File: src/phantom_rtc_cfg.svh
// Purpose: constants of the serial-access timekeeper
// Assumes: core_clk at 200 MHz
// Notes:   included by the package and by the top module
//
// Summary of operation
// unlock key is bytes C5 3A A3 5C sent twice, 64 bits.
// each key byte goes least significant bit first, one bit per write.
// hours bit 7 high selects 12-hour mode, low selects 24-hour mode.
// in 12-hour mode hours bit 5 high means PM, low means AM.
// in 24-hour mode hours bit 5 is the second tens-of-hours bit.
// day bit 4 high makes the device ignore the abort pin.
// day bit 4 low lets a low abort pin end a transfer, data kept.
// day bit 5 high stops the oscillator, low lets time advance.
// oscillator-stop and abort-ignore bits are one out of reset.
// unused bits of registers 1 to 6 always read as zero.
// writes to always-zero bits are accepted and change nothing.
// a read during matching restarts the key pointer; host unlocks after a read.
// a write bit mismatch freezes the pointer; later writes are ignored.
// after 64 matches the next 64 cycles move clock bits; memory blocked.
// transfer walks bit 0 of register 0 to bit 7 of register 7.
// running oscillator advances BCD time and date with month and leap handling.
`ifndef PHANTOM_RTC_CFG_SVH
`define PHANTOM_RTC_CFG_SVH

`define KEY_PATTERN     64'h5CA33AC55CA33AC5
`define PTR_LAST        6'h3F
`define BIT_LAST        3'h7
`define HUNDREDTH_NS    10000000
`define CLK_PERIOD_NS   5
`define REG_HOURS       3'h3
`define REG_DAY         3'h4
`define HR_MODE_BIT     7
`define HR_PM_BIT       5
`define DAY_ABORT_BIT   4
`define DAY_OSC_BIT     5
`define TK_MASK         64'hFF1F3F37BF7F7FFF
`define TK_RESET        64'h0001013100000000
`define BCD_HUND_MAX    8'h99
`define BCD_MIN_MAX     8'h59
`define BCD_H24_MAX     8'h23
`define BCD_H12_MAX     8'h12
`define BCD_H12_PRE     8'h11
`define BCD_MON_MAX     8'h12
`define BCD_ONE         8'h01
`define BCD_ZERO        8'h00
`define DOW_LAST        3'h7
`define DOW_FIRST       3'h1
`define WB_CTRL         8'h00
`define WB_STATUS       8'h04
`define WB_TIME_LO      8'h08
`define WB_TIME_HI      8'h0C
`define CTRL_RESET      1'h1
`define FIFO_DEPTH      16
`define FIFO_WIDTH      11

`endif

File: src/phantom_rtc_pkg.sv
// Purpose: types and BCD helpers of the serial-access timekeeper
// Assumes: phantom_rtc_cfg.svh
// Notes:   none
package phantom_rtc_pkg;
    `include "phantom_rtc_cfg.svh"

    typedef enum logic {
        PH_MATCH = 1'b0,
        PH_XFER  = 1'b1
    } phase_t;

    typedef struct packed {
        phase_t          phase;
        logic [5:0]      ptr;
        logic            failed;
        logic [5:0]      cnt;
        logic [7:0]      shift;
        logic            dq_hold;
        logic            rd_prev;
        logic            wr_prev;
        logic            dq_out;
        logic            dq_oe_n;
        logic            mem_inhibit;
        logic            push_v;
        logic [10:0]     push_d;
        logic [20:0]     div;
        logic [7:0][7:0] regs;
        logic            pin_en;
        logic            ack;
        logic [31:0]     wb_dat;
    } core_state_t;

    function automatic logic [7:0] bcd_inc(input logic [7:0] v);
        if (v[3:0] == 4'h9) begin
            return {v[7:4] + 4'h1, 4'h0};
        end
        return {v[7:4], v[3:0] + 4'h1};
    endfunction : bcd_inc

    // leap test on BCD year, good through 2099
    function automatic logic [7:0] days_in_month(input logic [7:0] m, input logic [7:0] y);
        logic leap;
        leap = y[4] ? (y[3:0] == 4'h2 || y[3:0] == 4'h6)
                    : (y[3:0] == 4'h0 || y[3:0] == 4'h4 || y[3:0] == 4'h8);
        case (m)
            8'h02:                      return leap ? 8'h29 : 8'h28;
            8'h04, 8'h06, 8'h09, 8'h11: return 8'h30;
            default:                    return 8'h31;
        endcase
    endfunction : days_in_month
endpackage : phantom_rtc_pkg

File: src/fifo_if.sv
// Purpose: valid/ready carrier between the engine and its FIFO
// Assumes: one clock
// Notes:   none
`timescale 1ns/1ps
`default_nettype none
interface fifo_if #(parameter int W = 8);
    logic         valid;
    logic         ready;
    logic [W-1:0] data;
    modport src (output valid, output data, input ready);
    modport snk (input valid, input data, output ready);
endinterface : fifo_if
`default_nettype wire

File: src/phantom_rtc.sv
// Purpose: timekeeper unlocked by a serial key on SRAM bus cycles
// Assumes: pins asynchronous to core_clk, cycles far longer than 5 ns
// Notes:   Wishbone slave gives status and a live view of the time
//
// Design decisions made here: the register offsets and the Wishbone interface to the registers.
`timescale 1ns/1ps
`default_nettype none
`include "phantom_rtc_cfg.svh"
module phantom_rtc
    import phantom_rtc_pkg::*;
#(
    parameter int TICK_CYCLES = `HUNDREDTH_NS / `CLK_PERIOD_NS
) (
    input  wire logic        core_clk,
    input  wire logic        rst_n,
    input  wire logic        ce_n,
    input  wire logic        oe_n,
    input  wire logic        we_n,
    input  wire logic        abort_n,
    input  wire logic        serial_data_line_in,
    output logic             serial_data_line_out,
    output logic             serial_data_line_oe_n,
    output logic             mem_inhibit,
    input  wire logic        wb_cyc_i,
    input  wire logic        wb_stb_i,
    input  wire logic        wb_we_i,
    input  wire logic [7:0]  wb_adr_i,
    input  wire logic [3:0]  wb_sel_i,
    input  wire logic [31:0] wb_dat_i,
    output logic [31:0]      wb_dat_o,
    output logic             wb_ack_o
);
    // ************************************************
    // reset release and pin synchronisers
    // ************************************************
    logic [1:0] rsync;
    logic       rst_core_n;

    always_ff @(posedge core_clk or negedge rst_n) begin
        if (!rst_n) begin
            rsync <= 2'h0;
        end else begin
            rsync <= {rsync[0], 1'h1};
        end
    end
    assign rst_core_n = rsync[1];

    logic [4:0] pins_s;
    logic       ce_s;
    logic       oe_s;
    logic       we_s;
    logic       ab_s;
    logic       dq_s;

    pin_sync #(
        .W       (5),
        .RST_VAL (5'h1F)
    ) u_sync (
        .core_clk (core_clk),
        .rst_n    (rst_core_n),
        .din      ({ce_n, oe_n, we_n, abort_n, serial_data_line_in}),
        .dout     (pins_s)
    );
    assign {ce_s, oe_s, we_s, ab_s, dq_s} = pins_s;

    // ************************************************
    // byte FIFO between the serial engine and the registers
    // ************************************************
    fifo_if #(.W(`FIFO_WIDTH)) fin ();
    fifo_if #(.W(`FIFO_WIDTH)) fout ();

    byte_fifo #(
        .WIDTH (`FIFO_WIDTH),
        .DEPTH (`FIFO_DEPTH)
    ) u_fifo (
        .core_clk (core_clk),
        .rst_n    (rst_core_n),
        .wr       (fin),
        .rd       (fout)
    );

    // ************************************************
    // state
    // ************************************************
    localparam logic [63:0] KEY     = `KEY_PATTERN;
    localparam logic [63:0] TK_MASK = `TK_MASK;
    localparam logic [20:0] TICK_LAST = 21'(TICK_CYCLES - 1);

    core_state_t s;
    core_state_t n;
    logic        tick_now;

    assign tick_now   = (s.div == TICK_LAST);
    assign fin.valid  = s.push_v;
    assign fin.data   = s.push_d;
    // a hundredths update owns the registers this cycle
    assign fout.ready = !tick_now;

    always_comb begin
        logic [7:0][7:0] r;
        logic [7:0]      hf;
        logic            carry;
        logic            rd_act;
        logic            wr_act;
        logic            rd_start;
        logic            rd_end;
        logic            wr_end;
        logic            advance;
        logic            abort;
        logic [2:0]      idx;
        r        = s.regs;
        hf       = `BCD_ZERO;
        carry    = 1'b0;
        rd_act   = 1'b0;
        wr_act   = 1'b0;
        abort    = 1'b0;
        rd_start = 1'b0;
        rd_end   = 1'b0;
        wr_end   = 1'b0;
        advance  = 1'b0;
        idx      = fout.data[10:8];
        n        = s;

        // ************************************************
        // timekeeping
        // ************************************************
        n.div = tick_now ? 21'h0 : s.div + 21'h1;
        carry = tick_now && !s.regs[`REG_DAY][`DAY_OSC_BIT];
        if (carry) begin
            carry = (r[0] == `BCD_HUND_MAX);
            r[0]  = carry ? `BCD_ZERO : bcd_inc(r[0]);
        end
        if (carry) begin
            carry = (r[1] == `BCD_MIN_MAX);
            r[1]  = carry ? `BCD_ZERO : bcd_inc(r[1]);
        end
        if (carry) begin
            carry = (r[2] == `BCD_MIN_MAX);
            r[2]  = carry ? `BCD_ZERO : bcd_inc(r[2]);
        end
        if (carry) begin
            if (r[`REG_HOURS][`HR_MODE_BIT]) begin
                hf    = {3'h0, r[`REG_HOURS][4:0]};
                carry = 1'b0;
                if (hf == `BCD_H12_MAX) begin
                    hf = `BCD_ONE;
                end else if (hf == `BCD_H12_PRE) begin
                    // 11 -> 12 flips the half of the day
                    carry = r[`REG_HOURS][`HR_PM_BIT];
                    r[`REG_HOURS][`HR_PM_BIT] = !r[`REG_HOURS][`HR_PM_BIT];
                    hf = `BCD_H12_MAX;
                end else begin
                    hf = bcd_inc(hf);
                end
                r[`REG_HOURS][4:0] = hf[4:0];
            end else begin
                hf    = {2'h0, r[`REG_HOURS][5:0]};
                carry = (hf == `BCD_H24_MAX);
                hf    = carry ? `BCD_ZERO : bcd_inc(hf);
                r[`REG_HOURS][5:0] = hf[5:0];
            end
        end
        if (carry) begin
            r[`REG_DAY][2:0] = (r[`REG_DAY][2:0] == `DOW_LAST) ? `DOW_FIRST
                                                                : r[`REG_DAY][2:0] + 3'h1;
            carry = (r[5] == days_in_month(r[6], r[7]));
            r[5]  = carry ? `BCD_ONE : bcd_inc(r[5]);
        end
        if (carry) begin
            carry = (r[6] == `BCD_MON_MAX);
            r[6]  = carry ? `BCD_ONE : bcd_inc(r[6]);
        end
        if (carry) begin
            r[7] = (r[7] == `BCD_HUND_MAX) ? `BCD_ZERO : bcd_inc(r[7]);
        end

        // completed bytes land here, unused bits forced low
        if (fout.valid && fout.ready) begin
            r[idx] = fout.data[7:0] & TK_MASK[idx*8 +: 8]; // see R10
        end
        n.regs = r;

        // ************************************************
        // pin cycle detection
        // ************************************************
        rd_act = !ce_s && !oe_s && we_s && s.pin_en;
        wr_act = !ce_s && !we_s && s.pin_en;
        if (s.push_v && fin.ready) begin
            n.push_v = 1'b0;
        end
        // a pending byte holds every edge until the FIFO takes it
        if (!s.push_v) begin
            n.rd_prev = rd_act;
            n.wr_prev = wr_act;
            if (wr_act) begin
                n.dq_hold = dq_s;
            end
            rd_start = rd_act && !s.rd_prev;
            rd_end   = !rd_act && s.rd_prev;
            wr_end   = !wr_act && s.wr_prev;
        end

        abort = (s.phase == PH_XFER) && !ab_s
                && !s.regs[`REG_DAY][`DAY_ABORT_BIT]; // see R6

        // ************************************************
        // key match and bit transfer
        // ************************************************
        if (abort) begin
            // registers untouched, partial byte dropped
            n.phase       = PH_MATCH;
            n.ptr         = 6'h0;
            n.failed      = 1'b1;
            n.dq_oe_n     = 1'b1;
            n.mem_inhibit = 1'b0;
        end else begin
            unique case (s.phase)
                PH_MATCH: begin
                    if (rd_start) begin
                        n.ptr    = 6'h0;
                        n.failed = 1'b0;
                    end else if (wr_end && !s.failed) begin
                        if (s.dq_hold == KEY[s.ptr]) begin // see R1
                            if (s.ptr == `PTR_LAST) begin
                                n.phase       = PH_XFER;
                                n.cnt         = 6'h0;
                                n.mem_inhibit = 1'b1;
                            end else begin
                                n.ptr = s.ptr + 6'h1;
                            end
                        end else begin
                            n.failed = 1'b1;
                        end
                    end
                end
                PH_XFER: begin
                    if (rd_start) begin
                        n.dq_out  = s.regs[s.cnt[5:3]][s.cnt[2:0]];
                        n.dq_oe_n = 1'b0;
                    end
                    if (rd_end) begin
                        n.dq_oe_n = 1'b1;
                        advance   = 1'b1;
                    end
                    if (wr_end) begin
                        n.shift[s.cnt[2:0]] = s.dq_hold;
                        if (s.cnt[2:0] == `BIT_LAST) begin
                            // whole bytes only
                            n.push_v = 1'b1;
                            n.push_d = {s.cnt[5:3], s.dq_hold, s.shift[6:0]};
                        end
                        advance = 1'b1;
                    end
                    if (advance) begin
                        if (s.cnt == `PTR_LAST) begin
                            n.phase       = PH_MATCH;
                            n.ptr         = 6'h0;
                            n.failed      = 1'b1;
                            n.mem_inhibit = 1'b0;
                        end else begin
                            n.cnt = s.cnt + 6'h1;
                        end
                    end
                end
            endcase
        end

        // ************************************************
        // Wishbone slave
        // ************************************************
        n.ack = wb_cyc_i && wb_stb_i && !s.ack;
        if (n.ack) begin
            if (wb_we_i && wb_sel_i[0] && wb_adr_i == `WB_CTRL) begin
                n.pin_en = wb_dat_i[0];
            end
            case (wb_adr_i)
                `WB_CTRL:    n.wb_dat = {31'h0, s.pin_en};
                `WB_STATUS:  n.wb_dat = {10'h0, s.cnt, 2'h0, s.ptr, 4'h0,
                                         s.regs[`REG_HOURS][`HR_MODE_BIT],
                                         s.regs[`REG_DAY][`DAY_OSC_BIT],
                                         s.failed, s.phase == PH_XFER};
                `WB_TIME_LO: n.wb_dat = s.regs[3:0];
                `WB_TIME_HI: n.wb_dat = s.regs[7:4];
                default:     n.wb_dat = 32'h0;
            endcase
        end else begin
            n.wb_dat = 32'h0;
        end
    end

    always_ff @(posedge core_clk or negedge rst_core_n) begin
        if (!rst_core_n) begin
            s         <= '0;
            s.phase   <= PH_MATCH;
            s.failed  <= 1'b1;
            s.dq_oe_n <= 1'b1;
            s.regs    <= `TK_RESET;
            s.pin_en  <= `CTRL_RESET;
        end else begin
            s <= n;
        end
    end

    assign serial_data_line_out  = s.dq_out;
    assign serial_data_line_oe_n = s.dq_oe_n;
    assign mem_inhibit           = s.mem_inhibit;
    assign wb_dat_o              = s.wb_dat;
    assign wb_ack_o              = s.ack;
endmodule : phantom_rtc
`default_nettype wire

File: src/pin_sync.sv
// Purpose: two-flop synchroniser for asynchronous pins
// Assumes: rst_n already synchronous to core_clk on release
// Notes:   first stage feeds only the second
`timescale 1ns/1ps
`default_nettype none
module pin_sync #(
    parameter int             W       = 1,
    parameter logic [W-1:0]   RST_VAL = '1
) (
    input  wire logic         core_clk,
    input  wire logic         rst_n,
    input  wire logic [W-1:0] din,
    output logic      [W-1:0] dout
);
    typedef struct packed {
        logic [W-1:0] s1;
        logic [W-1:0] s2;
    } sync_state_t;

    sync_state_t s;
    sync_state_t n;

    always_comb begin
        n    = s;
        n.s1 = din;
        n.s2 = s.s1;
    end

    always_ff @(posedge core_clk or negedge rst_n) begin
        if (!rst_n) begin
            s <= {RST_VAL, RST_VAL};
        end else begin
            s <= n;
        end
    end

    assign dout = s.s2;
endmodule : pin_sync
`default_nettype wire

File: src/byte_fifo.sv
// Purpose: small synchronous FIFO with valid/ready on both sides
// Assumes: DEPTH is a power of two
// Notes:   read data comes from the storage register
`timescale 1ns/1ps
`default_nettype none
module byte_fifo #(
    parameter int WIDTH = 8,
    parameter int DEPTH = 16
) (
    input  wire logic core_clk,
    input  wire logic rst_n,
    fifo_if.snk       wr,
    fifo_if.src       rd
);
    localparam int AW = $clog2(DEPTH);

    typedef struct packed {
        logic [DEPTH-1:0][WIDTH-1:0] mem;
        logic [AW-1:0]               wp;
        logic [AW-1:0]               rp;
        logic [AW:0]                 cnt;
    } fifo_state_t;

    fifo_state_t s;
    fifo_state_t n;
    logic        do_wr;
    logic        do_rd;

    assign wr.ready = (s.cnt != (AW+1)'(DEPTH));
    assign rd.valid = (s.cnt != '0);
    assign rd.data  = s.mem[s.rp];
    assign do_wr    = wr.valid && wr.ready;
    assign do_rd    = rd.valid && rd.ready;

    always_comb begin
        n = s;
        if (do_wr) begin
            n.mem[s.wp] = wr.data;
            n.wp        = s.wp + 1'b1;
        end
        if (do_rd) begin
            n.rp = s.rp + 1'b1;
        end
        case ({do_wr, do_rd})
            2'h2:    n.cnt = s.cnt + 1'b1;
            2'h1:    n.cnt = s.cnt - 1'b1;
            default: n.cnt = s.cnt;
        endcase
    end

    always_ff @(posedge core_clk or negedge rst_n) begin
        if (!rst_n) begin
            s <= '0;
        end else begin
            s <= n;
        end
    end
endmodule : byte_fifo
`default_nettype wire

File: config.mk
export PLATFORM = sky130hd
export DESIGN_NAME = phantom_rtc
export DESIGN_NICKNAME = d
export VERILOG_FILES = /design/src/phantom_rtc_pkg.sv /design/src/fifo_if.sv /design/src/phantom_rtc.sv /design/src/pin_sync.sv /design/src/byte_fifo.sv
export VERILOG_INCLUDE_DIRS = /design/src
export SDC_FILE = /design/constraint.sdc
export NUM_CORES = 1
export LEC_CHECK = 0
export ABC_AREA = 1
export BUFFER_PORTS_ARGS = -buffer_cell sky130_fd_sc_hd__buf_2
export CAP_MARGIN = 5
export CELL_PAD_IN_SITES_DETAIL_PLACEMENT = 1
export CELL_PAD_IN_SITES_GLOBAL_PLACEMENT = 2
export CORE_ASPECT_RATIO = 1.2
export CORE_MARGIN = 10
export CORE_UTILIZATION = 39
export DETAILED_ROUTE_END_ITERATION = 10
export PLACE_DENSITY = 0.94
export SLEW_MARGIN = 30
export SYNTH_ARGS = -nofsm -noshare
export SYNTH_HDL_FRONTEND = slang
export SYNTH_HIERARCHICAL = 1
export SYNTH_SLANG_ARGS = --single-unit
File: constraint.sdc
create_clock -name core_clk -period 23.5 [get_ports core_clk]
set_input_delay 1.175 -clock core_clk [delete_from_list [all_inputs] [get_ports core_clk]]
set_output_delay 1.175 -clock core_clk [all_outputs]
set_load 0.05 [all_outputs]
Word level (Yosys, flattened, before mapping) --
Memories as Yosys holds them, arrays and structs flattened. Cells that the tools add are included.
Word-level totals: memory bits (writable) 0, memories 1, ROM bits 64, logic and storage cells 322, bits in latches 0, bits in registers 360
Operators by class: mux-type cells 128, multipliers 0, shift operators 1, div/mod/pow operators 0, eq/ne operators 53, bitwise logic cells 4, add/subtract/negate cells 23, order comparisons 9, reduce and logical (&&, ||, !) cells 54
Memory list:
- (name not given) | words 64, width 1, read ports 1, clocked after Yosys merged registers in 0, wr ports 0, RTL line phantom_rtc.sv:223 | if (s.dq_hold == KEY[s.ptr]) begin
Operator list (count):
- $mux W8 | 29
- $bwmux W176 | 1
- $pmux W32 S4 | 1
- $bwmux W64 | 1
- $mux W64 | 1
- $shiftx A64 B7 Y8 const A | 1
- $add A4 B1 Y4 const B | 15
- $mux W6 | 10
- $mux W1 | 55
- $mux W12 | 4
- $bmux W11 S4 | 1
- $demux W11 S4 | 1
- $eq A4 B4 Y1 const B | 8
- $mux W32 | 1
- $mux W14 | 2
- $pmux W14 S2 | 1
- $bmux W8 S3 | 1
- $demux W8 S3 | 1
- $eq A8 B3 Y1 const B | 3
- $eq A8 B4 Y1 const B | 3
- $mux W11 | 2
- $add A21 B1 Y21 const B | 1
- $eq A21 B21 Y1 const B | 1
- $logic_and A1 B1 Y1 | 21
- other kinds (56) | 107

Logic depth before layout (Yosys ltp) --
depth in word-level cells 16, depth in mapped cells 19, gate-level depth less buffers 19

Cells and area by module --
Netlist, hierarchy kept.
By module, submodules not included:
- byte_fifo | cells an instance 1448, area each 10257.3 µm², times used 1
- phantom_rtc | cells an instance 1367, area each 10010.9 µm², times used 1
- pin_sync | cells an instance 10, area each 262.8 µm², times used 1

Worst setup path after synthesis --
No wires, ideal clock.
path type input -> register, from in wb_adr_i[1], to reg s, in the netlist wb_dat_o[3], required time 23437 ps, arrival 2494 ps, slack 20943 ps, library setup time 63 ps, stages on the path 8, path through nor2_1 inv_1 nor4_1 inv_1 clkbuf_1 o221ai_1 nand2_1 inv_1
RTL lines:
- start, declared | RTL line phantom_rtc.sv:27 | input wire logic [7:0] wb_adr_i,
- end signal, assigned | RTL line phantom_rtc.sv:300 | s <= n;
- end, declared | RTL line phantom_rtc.sv:89 | core_state_t s;

==> key figures <==
Power
  • Switch share: 0.430
  • Reg power frac: 0.344
  • Max IR drop VDD: between 0.06 and 0.07 mV
  • Cell Pwr Density: 104 nW/um2
  • Pint: approximately 1300 uW
  • Leakage: between 0.01 and 0.015 uW
  • Clock share of power: 0.293
  • Comb pwr share: 0.362
  • Sw power: 1000 uW

Yosys
  • #FFs+latches synth: ~360
  • Yosys warnings: 6
  • Synth cell types: 52
  • Post-synth EDFFs: 0
  • Synthesized area per cell: 7.27 um2
  • Syn Nets: around 2.9k
  • Post-synth top flop: dfrtp_1
  • Seq/Total Area, Yosys: 0.439
  • Cell count after synthesis: 2825
  • Synth Cell Area: approximately 21000 um2
  • Post-synth ARST share: 1.00

Drt
  • Post-route ant nets: 0
  • Routed WL per cell: about 20 um
  • Total routed wirelength: approximately 69 mm
  • Via density: about 5.4
  • Via count: roughly 19k
  • Initial DRC count: 1117
  • DRC Markers: 0
  • Pre-Repair DR Iteration Count: 5

Critical path
  • Arr. time, crit path: approximately 4.4 ns
  • Setup crit start: u_fifo/s[5]
  • Setup crit start kind: flop
  • CP required: 23.94 ns
  • FF-to-FF End: s[90]
  • Slowest cell on the critical path: buf_4
  • Slack of the worst reg-to-reg path: 19.50 ns
  • Critical path class: flop to flop
  • Crit-path most repeated cell: nand2_1
  • CP Max Fanout: 62
  • R2R Path Start: u_fifo/s[5]
  • CP peak stage delay: 0.66 ns
  • Worst Setup End Kind: flop
  • Critical Path, Cell by Cell: buf_4 -> buf_4 -> nand2_1 -> nand2_1 -> nand2_1 -> nand3_1 -> nand2_1 -> nand2_1 -> inv_1 -> nor2_1 -> inv_2 -> nor2_1 -> inv_2 -> nand3_1 -> o21ai_1
  • Worst reg-to-reg path cell count: 15
  • Crit path buffers/inverters: 5
  • Critical path destination: s[90]
  • Stages on worst setup path: 15
  • Largest delay share family, worst path: simple AND/OR/NAND/NOR gates

STA
  • Final period util: 0.170
  • Worst Tran Pin Value: ~1 ns
  • Pins Over Slew Limit: 0
  • Setup Skew: around 0.019 ns
  • Setup TNS Final: 0 ns
  • Final worst path period need: 4.00 ns
  • Setup repair after global routing missed its margin: false
  • Final Hold Fails: 0
  • Final setup fails: 0
  • Slew HR: 0.332
  • Highest clock rate: 250 MHz
  • Hold_ws: about 0.35 ns
  • Final worst slack: 19.50 ns

Flow run
  • Number of max-cap violations: 0

Finish
  • Register area: between 9000 and 10000 um2
  • # fillers: ~6.6k
  • Multi-input gate area: approximately 9500 um2
  • Fraction of layout cells with a size suffix above 1: 0.0788
  • Nets@finish: around 2.9k
  • Area growth, synth to finish: 9.42%
  • Ant. Diodes: 0

Clock tree
  • Clk slew on worst S/H paths: 0.06 ns
  • Hold_buf cts: 0
  • H-tree levels: 2
  • CTS buffer count: 41
  • Clock root cell: clkbuf_16
  • CTS tree: yes
  • Postcts setup bufs: 0
  • # resized after CTS: 0
  • Clock Tree Buf Depth: 3
  • Worst skew pair latency: slightly below 0.6 ns
  • Clock Sink Count: around 360

GRT
  • Largest net degree at the start of global routing: ~200
  • Grt ovf: 0
  • First-pass GRT wire length: 110 mm
  • Initial antenna violation count: 0
  • Vias in the first global route: 19.6k
  • Overall Global Routing Usage: 0.216

Floorplan
  • CORE AREA: about 52000 um2
  • Die area: 62300 um2
  • Die H: between 200 and 300 um
  • Initial Util: 0.392
  • Die span in x: ~230 um
  • I/O Pins: 90
  • # rows: 92

Place
  • I/O Buffers: 55
  • Post-detail-place hpwl: around 46 mm
  • Pre-CTS WS: 19.54 ns
  • Routability cong.: about 0.93

Worst hold path
  • Hold crit path type: flop to asynchronous set/reset pin

Run status
  • Outcome: finished clean
## metrics by stage
stage / area [um2] / utilization / cells / total power (uW)
after detailed placement: 21000 / 0.401 / 3420 / 1640
after CTS: 22400 / 0.428 / 3495 / 2340
final: 22500 / 0.429 / 3496 / 2330
after floorplan: 20500 / - / 2825 / 1340
after global placement: 21000 / 0.401 / 3420 / 1610
after global routing: 22500 / 0.429 / 3496 / 2480
## flip-flops by register name, summed over array words and instances, names as in the netlist
name	cells
serial_data_line_out	1
serial_data_line_oe_n	1
u_sync/n	5
wb_ack_o	1
mem_inhibit	1
fin.valid	1
rsync	2
u_sync/dout	5
wb_dat_o	32
fin.data	11
s	110
u_fifo/s	189
## cells by family after synthesis
family	after synthesis	synth area share
AND/OR/NAND/NOR	1611	0.344
buffers and inverters	490	0.101
flip-flops	359	0.439
AO/OA/AOI/OAI	292	0.0779
adder cells (fa/ha/maj)	42	0.0260
XOR/XNOR	29	0.0124
other	1	0.000183
multiplexers	1	0.000548
## Yosys cell counts, types with 5 or more instances
| library cell | number | area [um2] |
|---|---|---|
| clkbuf_1 | 57 | 214 |
| dfstp_2 | 18 | 473 |
| nand2_1 | 950 | 3570 |
| ha_1 | 41 | 513 |
| dfrtp_1 | 341 | 8530 |
| buf_1 | 20 | 75.1 |
| a22oi_1 | 6 | 45.0 |
| nand2_2 | 5 | 31.3 |
| nor2_1 | 201 | 754 |
| o211ai_1 | 9 | 67.6 |
| nand4_1 | 200 | 1250 |
| buf_2 | 79 | 395 |
| inv_2 | 12 | 45.0 |
| clkinv_1 | 5 | 18.8 |
| xor2_1 | 25 | 219 |
| a31oi_1 | 10 | 62.6 |
| nand3_1 | 202 | 1010 |
| o21ai_0 | 118 | 591 |
| nor4_1 | 7 | 43.8 |
| a21oi_1 | 101 | 505 |
| o221ai_1 | 5 | 43.8 |
| nor2_2 | 7 | 43.8 |
| o22ai_1 | 26 | 163 |
| inv_1 | 283 | 1060 |
| nor3_1 | 17 | 85.1 |
| buf_4 | 33 | 248 |
## layer usage
metal	GRT usage	wire length, um	vias to the layer above
met2	0.378	34500	332
met1	0.266	29200	9409
li1	-	-	8987
met3	0.0259	2330	124
met4	0.0877	2550	0
met5	0	0	-
## layout make-up
class                   instances  share of cell area
inverters                     300              0.0501
clock buffers                  61              0.0558
well taps                     705              0.0393
flip-flops and latches        359               0.402
multi-input cells            1976               0.422
repair buffers                 81              0.0235
clock inverters                14             0.00796
## worst min-delay path by stage
stage	startpoint	endpoint	slack, ns	depth (start not counted)
finish	rsync[1]	s[136]	0.35	0
global placement	rsync[0]	rsync[1]	0.33	0
detailed placement	rsync[0]	rsync[1]	0.35	0
global route	u_sync/n[3]	u_sync/dout[3]	0.36	0
floorplan	rsync[0]	rsync[1]	0.33	0
CTS	rst_n	rsync[1]	0.36	1
## power groups by stage
stage | registers, uW | logic [uW] | clock network (uW)
6_report | 803 | 845 | 684
5_1_grt | 812 | 941 | 727
4_1_cts | 801 | 838 | 702
3_5_place_dp | 810 | 832 | 0
3_3_place_gp | 806 | 803 | 0
2_1_floorplan | 773 | 566 | 0
## layout by cell type (no fill, tap or decap), drive strengths merged, types with 4 or more instances in the layout
master / count
xnor2: 4
nand2: 956
nor3: 18
buf: 81
a21oi: 101
nand3: 206
nand3b: 4
dfstp: 18
clkbuf: 61
o211ai: 9
nor2: 214
o21ai: 122
clkinv: 12
a22oi: 6
o22ai: 26
nor4: 7
xor2: 25
inv: 296
o21bai: 4
o221ai: 5
a31oi: 10
bufinv: 4
nand4: 203
dfrtp: 341
ha: 41
No activity file was read; power rests on OpenSTA's default activity.
